**config.mk**
```make
export PLATFORM = sky130hd
export DESIGN_NAME = fcs_flash_cfg
export DESIGN_NICKNAME = d
export VERILOG_FILES = /design/src/common/fcs_pkg.sv /design/src/verilog/fcs_flash_cfg.sv
export VERILOG_INCLUDE_DIRS = /design/src /design/src/common
export SDC_FILE = /design/constraint.sdc
export NUM_CORES = 1
export LEC_CHECK = 0
export BUFFER_PORTS_ARGS = -buffer_cell sky130_fd_sc_hd__buf_4
export CORE_MARGIN = 1.5
export CORE_UTILIZATION = 55
export CTS_BUF_LIST = sky130_fd_sc_hd__clkbuf_8
export CTS_CLUSTER_DIAMETER = 40
export DETAILED_ROUTE_END_ITERATION = 8
export HOLD_SLACK_MARGIN = 0.02
export PLACE_DENSITY = 0.83
export SKIP_CTS_REPAIR_TIMING = 1
export SLEW_MARGIN = 20
export SYNTH_ARGS = -nofsm -noshare
export SYNTH_HDL_FRONTEND = slang
export SYNTH_SLANG_ARGS = --single-unit
```
**constraint.sdc**
```tcl
create_clock -name aclk -period 8.3 [get_ports aclk]
set_input_delay 1.66 -clock aclk [delete_from_list [all_inputs] [get_ports aclk]]
set_output_delay 1.66 -clock aclk [all_outputs]
set_load 0.01 [all_outputs]
```
**src/common/fcs_regs.svh**
```systemverilog
// Register map, field positions, reset values and timing counts of the flash configuration block.
// Assumes a 32-bit AXI4-Lite slave with each register in the low byte of one aligned word.
//
// Notes on behaviour
// - Top bit of clock ratio register is a read-only loaded flag, set by first write.
// - Prescale and ratio fields always readable; only the first write after reset lands.
// - Program and erase are blocked until the loaded flag is set.
// - Prescale bit zero feeds the divider from the bus clock, one feeds bus clock/8.
// - Divider divides its input by the ratio field plus one.
// - Each timing pulse lasts one internal flash clock; operations count whole pulses.
// - Option byte is copied into the working options register during reset only.
// - With backdoor enable clear, key comparison never releases security.
// - Key writes are taken from secured firmware only, never from the debug interface.
// - Eight key bytes in ascending order matching the stored key release security until reset.
// - Redirect disable one turns vector redirection off; zero turns it on.
// - Security code 1:0 means unsecured; every other pattern means secure.
// - While secure, memory access from unsecured sources including debug is blocked.
// - Security code is forced to 1:0 after a key match or a full blank check.
// - Key steer zero makes key-window writes start commands; one makes them key bytes.
// - A command before the ratio register is written raises an access error and is ignored.
// - The write that clears key steer triggers the comparison; a match sets code 1:0.
`ifndef FCS_REGS_SVH
`define FCS_REGS_SVH
`define FCS_OFS_RATIO 8'h00
`define FCS_OFS_OPTIONS 8'h04
`define FCS_OFS_CONFIG 8'h08
`define FCS_OFS_STATUS 8'h0C
`define FCS_OFS_MASK 8'h10
`define FCS_OFS_KEY0 8'h40
`define FCS_OFS_KEY7 8'h5C
`define FCS_BIT_LOADED 7
`define FCS_BIT_PRESCALE 6
`define FCS_BIT_BACKDOOR 7
`define FCS_BIT_REDIRECT 6
`define FCS_BIT_STEER 5
`define FCS_ST_ACCERR 0
`define FCS_ST_UNSEC 1
`define FCS_ST_KEYFAIL 2
`define FCS_RST_RATIO 7'h00
`define FCS_RST_CONFIG 8'h00
`define FCS_RST_MASK 3'h0
`define FCS_SEC_OPEN 2'h2
`define FCS_PRESCALE_DIV 3'h7
`define FCS_KEY_BYTES 4'h8
`define FCS_RESP_OKAY 2'h0
`define FCS_RESP_DECERR 2'h3
`endif

```
**src/common/fcs_pkg.sv**
```systemverilog
// Types shared by the flash configuration block.
// Assumes the constants header is compiled alongside.
`default_nettype none
package fcs_pkg;
  typedef enum logic [1:0] {KEY_IDLE, KEY_COLLECT, KEY_BROKEN} fcs_key_state_type;
  typedef logic [7:0] fcs_byte_type;
endpackage
`default_nettype wire

```
**src/verilog/fcs_flash_cfg.sv**
```systemverilog
// Flash configuration block: clock ratio register, working options, key steering and backdoor unlock.
// Assumes an AXI4-Lite master, the option byte and stored key from the array, and a command engine outside.
`include "fcs_regs.svh"
`default_nettype none
module fcs_flash_cfg (
  // Clock and reset
  input wire logic aclk,
  input wire logic aresetn,
  // AXI4-Lite write address
  input wire logic [7:0] awaddr,
  input wire logic awvalid,
  output logic awready,
  // AXI4-Lite write data
  input wire logic [31:0] wdata,
  input wire logic [3:0] wstrb,
  input wire logic wvalid,
  output logic wready,
  // AXI4-Lite write response
  output logic [1:0] bresp,
  output logic bvalid,
  input wire logic bready,
  // AXI4-Lite read address
  input wire logic [7:0] araddr,
  input wire logic arvalid,
  output logic arready,
  // AXI4-Lite read data
  output logic [31:0] rdata,
  output logic [1:0] rresp,
  output logic rvalid,
  input wire logic rready,
  // Nonvolatile contents and access source
  input wire logic [7:0] nonvolatile_option_byte,
  input wire logic [63:0] stored_backdoor_key,
  input wire logic background_debug_commands,
  input wire logic blank_check_pass,
  // Command engine side
  output logic flash_cmd_start,
  output logic [2:0] flash_cmd_index,
  output logic [7:0] flash_cmd_data,
  output logic program_erase_enable,
  output logic flash_clk_pulse,
  // Security and vectors
  output logic secure_block,
  output logic redirect_enable,
  // Interrupt
  output logic irq
);
  logic [6:0] ratio_reg;
  logic ratio_loaded_flag;
  fcs_pkg::fcs_byte_type flash_options_working_reg;
  fcs_pkg::fcs_byte_type flash_config_reg;
  logic [2:0] status_reg;
  logic [2:0] mask_reg;
  logic [7:0] aw_addr_reg;
  logic aw_full_reg;
  logic [31:0] w_data_reg;
  logic [3:0] w_strb_reg;
  logic w_full_reg;
  logic [2:0] prescale_reg;
  logic [5:0] div_count_reg;
  logic [3:0] key_count_reg;
  fcs_pkg::fcs_key_state_type key_state_reg;
  fcs_pkg::fcs_byte_type key_buf [8];
  logic [1:0] sec_next;
  logic wr_go;
  logic wr_lane0;
  logic key_window;
  logic steer_clear;
  logic key_match;
  logic cmd_write;
  logic key_write;
  logic [2:0] st_set;
  logic bus_tick;
  logic [63:0] key_flat;

  // Decode of the key window: eight word slots in ascending order
  function automatic logic in_key_window(input logic [7:0] a);
    in_key_window = (a >= `FCS_OFS_KEY0) && (a <= `FCS_OFS_KEY7) && (a[1:0] == 2'h0);
  endfunction

  function automatic logic mapped(input logic [7:0] a);
    mapped = (a == `FCS_OFS_RATIO) || (a == `FCS_OFS_OPTIONS) || (a == `FCS_OFS_CONFIG) ||
             (a == `FCS_OFS_STATUS) || (a == `FCS_OFS_MASK) || in_key_window(a);
  endfunction

  // Write channel capture: address and data taken in either order
  always_ff @(posedge aclk)
  begin
    if (!aresetn)
    begin
      aw_full_reg <= 1'b0;
      aw_addr_reg <= 8'h00;
    end
    else if (awvalid && awready)
    begin
      aw_full_reg <= 1'b1;
      aw_addr_reg <= awaddr;
    end
    else if (wr_go)
      aw_full_reg <= 1'b0;
  end

  always_ff @(posedge aclk)
  begin
    if (!aresetn)
    begin
      w_full_reg <= 1'b0;
      w_data_reg <= 32'h0000_0000;
      w_strb_reg <= 4'h0;
    end
    else if (wvalid && wready)
    begin
      w_full_reg <= 1'b1;
      w_data_reg <= wdata;
      w_strb_reg <= wstrb;
    end
    else if (wr_go)
      w_full_reg <= 1'b0;
  end

  // Ready is withheld until the pending pair is answered, so one write at a time
  always_ff @(posedge aclk)
  begin
    if (!aresetn)
    begin
      awready <= 1'b0;
      wready <= 1'b0;
    end
    else
    begin
      awready <= !aw_full_reg && !(awvalid && awready) && !bvalid;
      wready <= !w_full_reg && !(wvalid && wready) && !bvalid;
    end
  end

  assign wr_go = aw_full_reg && w_full_reg && !bvalid;
  assign wr_lane0 = wr_go && w_strb_reg[0];
  assign key_window = in_key_window(aw_addr_reg);
  assign key_write = wr_lane0 && key_window && flash_config_reg[`FCS_BIT_STEER];
  assign cmd_write = wr_lane0 && key_window && !flash_config_reg[`FCS_BIT_STEER];
  assign steer_clear = wr_lane0 && (aw_addr_reg == `FCS_OFS_CONFIG) &&
                       flash_config_reg[`FCS_BIT_STEER] && !w_data_reg[`FCS_BIT_STEER];

  // Write response, decode error for holes in the map
  always_ff @(posedge aclk)
  begin
    if (!aresetn)
    begin
      bvalid <= 1'b0;
      bresp <= `FCS_RESP_OKAY;
    end
    else if (wr_go)
    begin
      bvalid <= 1'b1;
      bresp <= mapped(aw_addr_reg) ? `FCS_RESP_OKAY : `FCS_RESP_DECERR;
    end
    else if (bready)
      bvalid <= 1'b0;
  end

  // Ratio register: only the first write after reset lands, any value sets the flag
  always_ff @(posedge aclk)
  begin
    if (!aresetn)
    begin
      ratio_reg <= `FCS_RST_RATIO;
      ratio_loaded_flag <= 1'b0;
    end
    else if (wr_lane0 && (aw_addr_reg == `FCS_OFS_RATIO) && !ratio_loaded_flag)
    begin
      ratio_reg <= w_data_reg[6:0];
      ratio_loaded_flag <= 1'b1;
    end
  end

  // Configuration register, only the key steer bit is implemented
  always_ff @(posedge aclk)
  begin
    if (!aresetn)
      flash_config_reg <= `FCS_RST_CONFIG;
    else if (wr_lane0 && (aw_addr_reg == `FCS_OFS_CONFIG))
      flash_config_reg <= {2'h0, w_data_reg[`FCS_BIT_STEER], 5'h00};
  end

  always_ff @(posedge aclk)
  begin
    if (!aresetn)
      mask_reg <= `FCS_RST_MASK;
    else if (wr_lane0 && (aw_addr_reg == `FCS_OFS_MASK))
      mask_reg <= w_data_reg[2:0];
  end

  // Key collection; debug-sourced bytes are dropped so debug alone cannot unlock
  always_ff @(posedge aclk)
  begin
    if (!aresetn)
    begin
      key_state_reg <= fcs_pkg::KEY_IDLE;
      key_count_reg <= 4'h0;
    end
    else if (wr_lane0 && (aw_addr_reg == `FCS_OFS_CONFIG))
    begin
      key_state_reg <= w_data_reg[`FCS_BIT_STEER] ? fcs_pkg::KEY_COLLECT : fcs_pkg::KEY_IDLE;
      key_count_reg <= 4'h0;
    end
    else if (key_write && !background_debug_commands)
    begin
      unique case (key_state_reg)
        fcs_pkg::KEY_COLLECT:
        begin
          if ((key_count_reg < `FCS_KEY_BYTES) && (aw_addr_reg[4:2] == key_count_reg[2:0]))
            key_count_reg <= key_count_reg + 4'h1;
          else
            key_state_reg <= fcs_pkg::KEY_BROKEN;
        end
        fcs_pkg::KEY_IDLE, fcs_pkg::KEY_BROKEN:
          key_state_reg <= key_state_reg;
      endcase
    end
  end

  // Key byte store, kept without reset since the count guards use
  always_ff @(posedge aclk)
  begin
    if (key_write && !background_debug_commands && (aw_addr_reg[4:2] == key_count_reg[2:0]))
      key_buf[aw_addr_reg[4:2]] <= w_data_reg[7:0];
  end

  // First written byte compares with the low-addressed stored byte
  always_comb
  begin
    key_flat = 64'h0;
    for (int i = 0; i < 8; i++)
      key_flat[63 - 8 * i -: 8] = key_buf[i];
  end

  // Comparison happens on the write that clears steer, and only with backdoor enabled
  assign key_match = steer_clear && flash_options_working_reg[`FCS_BIT_BACKDOOR] &&
                     (key_state_reg == fcs_pkg::KEY_COLLECT) && (key_count_reg == `FCS_KEY_BYTES) &&
                     (key_flat == stored_backdoor_key);

  // Working options copied while reset is held; later only the security code can move
  always_comb
  begin
    sec_next = flash_options_working_reg[1:0];
    if (key_match || blank_check_pass)
      sec_next = `FCS_SEC_OPEN;
  end

  always_ff @(posedge aclk)
  begin
    if (!aresetn)
      flash_options_working_reg <= nonvolatile_option_byte;
    else
      flash_options_working_reg <= {flash_options_working_reg[7:2], sec_next};
  end

  // secure_block registered from the next code, so it tracks the code field from the first edge out of reset; redirect_enable from the working redirect bit
  always_ff @(posedge aclk)
  begin
    if (!aresetn)
    begin
      secure_block <= 1'b1;
      redirect_enable <= 1'b0;
    end
    else
    begin
      secure_block <= (sec_next != `FCS_SEC_OPEN);
      redirect_enable <= !flash_options_working_reg[`FCS_BIT_REDIRECT];
    end
  end

  // Command start: refused with an access error until the ratio is loaded
  always_ff @(posedge aclk)
  begin
    if (!aresetn)
    begin
      flash_cmd_start <= 1'b0;
      flash_cmd_index <= 3'h0;
      flash_cmd_data <= 8'h00;
      program_erase_enable <= 1'b0;
    end
    else
    begin
      flash_cmd_start <= cmd_write && ratio_loaded_flag;
      program_erase_enable <= ratio_loaded_flag || (wr_lane0 && (aw_addr_reg == `FCS_OFS_RATIO));
      if (cmd_write)
      begin
        flash_cmd_index <= aw_addr_reg[4:2];
        flash_cmd_data <= w_data_reg[7:0];
      end
    end
  end

  // Flash clock: bus clock or bus clock/8, then divide by ratio plus one; idle until loaded
  assign bus_tick = !ratio_reg[`FCS_BIT_PRESCALE] || (prescale_reg == `FCS_PRESCALE_DIV);

  always_ff @(posedge aclk)
  begin
    if (!aresetn || !ratio_loaded_flag)
    begin
      prescale_reg <= 3'h0;
      div_count_reg <= 6'h00;
      flash_clk_pulse <= 1'b0;
    end
    else
    begin
      prescale_reg <= prescale_reg + 3'h1;
      flash_clk_pulse <= 1'b0;
      if (bus_tick)
      begin
        if (div_count_reg == 6'h00)
        begin
          div_count_reg <= ratio_reg[5:0];
          flash_clk_pulse <= 1'b1;
        end
        else
          div_count_reg <= div_count_reg - 6'h01;
      end
    end
  end

  // Sticky events: a set in the same cycle as a write-one clear wins
  assign st_set = {steer_clear && !key_match, key_match || blank_check_pass, cmd_write && !ratio_loaded_flag};

  always_ff @(posedge aclk)
  begin
    if (!aresetn)
      status_reg <= 3'h0;
    else if (wr_lane0 && (aw_addr_reg == `FCS_OFS_STATUS))
      status_reg <= (status_reg & ~w_data_reg[2:0]) | st_set;
    else
      status_reg <= status_reg | st_set;
  end

  always_ff @(posedge aclk)
  begin
    if (!aresetn)
      irq <= 1'b0;
    else
      irq <= |((status_reg | st_set) & mask_reg);
  end

  // Read channel: one read at a time, answer one cycle after the address is taken
  always_ff @(posedge aclk)
  begin
    if (!aresetn)
    begin
      arready <= 1'b0;
      rvalid <= 1'b0;
      rdata <= 32'h0000_0000;
      rresp <= `FCS_RESP_OKAY;
    end
    else
    begin
      arready <= !rvalid && !(arvalid && arready);
      if (arvalid && arready)
      begin
        rvalid <= 1'b1;
        rresp <= mapped(araddr) ? `FCS_RESP_OKAY : `FCS_RESP_DECERR;
        unique case (araddr)
          `FCS_OFS_RATIO: rdata <= {24'h0, ratio_loaded_flag, ratio_reg};
          `FCS_OFS_OPTIONS: rdata <= {24'h0, flash_options_working_reg};
          `FCS_OFS_CONFIG: rdata <= {24'h0, flash_config_reg};
          `FCS_OFS_STATUS: rdata <= {29'h0, status_reg};
          `FCS_OFS_MASK: rdata <= {29'h0, mask_reg};
          default: rdata <= 32'h0000_0000;
        endcase
      end
      else if (rready)
        rvalid <= 1'b0;
    end
  end
endmodule
`default_nettype wire

```
==> results.md <==
- Routed vias: 5499
- Antenna Nets Post-Route: 0
- CP peak stage delay: 0.59 ns
- Most frequent cell after synthesis: nand2_1
- Synth warn: 0
- Met3 wire len: 1260 microns
- Highest Signal Layer: met4
- Yosys reg bits: about 150
- Clk sinks: 153
- Critical path arrival: 4.16 ns
- Ant diodes: 0
- Full die area: around 13000 sq um
- Hold_ws: about 0.44 ns
- I/O pin total: ~190
- Worst-Margin Slew: 1.02 ns
- Hold crit path type: register to register
- Critical Setup Path Class: input pin to register
- Rel. slew slack: 31.3%
- Register area share after synthesis: between 50% and 60%
- Metal-1 WL: slightly above 7000 microns
- Initial Utilization: 56.8%
- Total grt overflow: 0
- Setup TNS: 0 ns
- Final instance area: 8330 sq um
- PD cells: 175 nW/um^2
- Max reg flops: 64
- Clock skew: ~0.010 ns
- Post-Syn Instances: 679
- Area contributors post-synth: edfxtp_1, dfxtp_1, xor2_1
- Global-route usage over all layers: 26.9%
- IR drop worst, VDD: between 0.00009 and 0.0001 V
- Post-synthesis cell type count: 55
- Final setup fails: 0
- Wire per inst: 17.3 microns
- Lkg Pwr: 3.25 nW
- Final worst-path cycle share: 46.1%
- Tmin final: between 3 and 4 ns
- Max Cap Violations: 0
- Post-synth EDFFs: 70
- Final non-filler cell total: 1002
- Layout area overhead: 21.6%
- CTS Buffer Depth: 2
- H-tree Lvls: 4
- Synth top area share: 30.7%
- GP Congestion: 0.899
- Placed cells: 970
- Nets: 960
- Max Transition Viols Final: 0
- CTS tree: yes
- Root buffer cell: clkbuf_8
- Worst setup SP type: input pin
- Skew-Pair Late Insertion Delay: 0.44 ns
- Via density: roughly 5.5
- Crit-path cells: buf_4 > xor2_1 > nor4_1 > or4b_1 > or4_4 > o311a_1 > a221o_1
- CP top delay family: simple AND/OR/NAND/NOR gates
- CP Capture Type: register
- FFs w/ async S/R, synth: 0%
- Fmax: 261 MHz
- Power Total: about 1.5 mW
- Run status: finished clean
- HPWL Detailed: 12800 microns
- Die Width: about 110 microns
- Layout cells sized above 1: 21.3%
- Final WL: 17400 microns
- DRC violations left: 0
- Antenna violations before repair: 0
- Syn Area/Cell: about 10 sq um
- Routed wire length on met2: around 8500 microns
- DRT iter0 DRCs: 455
- Post-synth top flop: dfxtp_1
- CP max stage cell: or4_4
- Core Region: 12100 sq um
- Endpoints failing hold: 0
- # port buffers: 139
- WP buf/inv: 1
- Total iterations of the first detailed-routing run: 5
- RSZ-0062 raised after global routing: false
- Clock transition at the registers of the reported paths: 0.09 ns
- First-pass GRT wire length: 26700 microns
- CP max FO: 3
- Number of global-route vias before repair: 5331
- Row count: 40
- Largest net degree at the start of global routing: 48
- Cts bufs inserted: 17
- Cell area after synthesis: 6850 sq um
- CP required: ~8.6 ns
- Die Ht: 115 microns
- Most frequent cells after synthesis: nand2_1, dfxtp_1, edfxtp_1, nor2_1, a21oi_1
- Yosys top cell by area: edfxtp_1
- Placed inst area: 7960 sq um
[worst paths after layout]
path	from	end	slack [ns]	cells past startpoint
setup reg to reg	aw_addr_reg[0]	key_buf[3][3]	5.33	5
hold reg to reg	flash_options_working_reg[6]	redirect_enable	0.44	1
setup / recovery	stored_backdoor_key[15]	irq	4.47	7
hold / removal	flash_options_working_reg[6]	redirect_enable	0.44	1
[metal layers]
metal	track usage (%)	up-vias
li1	-	2637
met1	34.3	2574
met2	46.3	258
met3	5.45	30
met4	8.33	0
met5	0	-
[placed cells by master, fill, tap and decap left out, types with 2 or more instances in the layout]
cell type,count
clkinv_2,2
a22o_1,3
o21ai_1,5
o21ai_0,6
inv_1,24
a2111oi_0,6
conb_1,24
buf_4,141
nand4_1,11
nor3_1,14
clkbuf_8,17
xnor2_1,5
and3b_1,3
o22ai_1,4
ha_1,6
or3_1,4
nand3b_1,3
a21oi_1,50
nand3_1,7
inv_6,8
mux2i_1,19
dfxtp_1,83
and2_1,4
edfxtp_1,70
nor3b_1,2
or4_1,6
nand2b_1,13
a221o_1,3
and3_1,4
or4b_1,3
a31oi_1,3
nor4_1,30
clkinv_4,2
nor2b_1,37
nand2_1,94
xor2_1,41
o31ai_1,2
nor2_1,52
[layout make-up]
class | instances | area (sq um)
Clock buffer | 17 | 234
Sequential cell | 153 | 3760
Multi-Input combinational cell | 483 | 2840
Inverter | 25 | 93.8
Clock inverter | 15 | 136
Fill cell | 903 | 3730
Timing Repair Buffer | 141 | 1060
Tap cell | 168 | 210
[worst register-to-register path: stages, from the launching register on]
cell	delay, ns
dfxtp_1	0.33
nor4_1	0.61
nand2_1	0.21
nor4_1	0.45
nand2_1	0.21
nor2_1	0.79
[kinds of logic after synthesis]
| family | Yosys count | synth area share (%) |
|---|---|---|
| flops | 153 | 54.9 |
| mux | 19 | 2.77 |
| xor+xnor | 46 | 5.88 |
| buf+inv | 66 | 5.04 |
| simple gates | 294 | 21.9 |
| fa+ha+maj | 6 | 1.10 |
| compound gates | 94 | 8.40 |
| other cells | 1 | 0.0547 |
[power breakdown]
group          internal (mW)  total, mW  switching (mW)
combinational         0.0569      0.113          0.0559
sequential             0.797      0.815          0.0176
clock                  0.242      0.532           0.290
[per-stage QoR]
step                      setup WS (ns)  util [%]
after floorplan                    4.41         -
after global placement             4.13      66.0
after detailed placement           4.05      66.0
after CTS                          4.51      69.0
after global routing               4.50      69.1
final                              4.47      69.1
(Power assumes the default switching activity.)
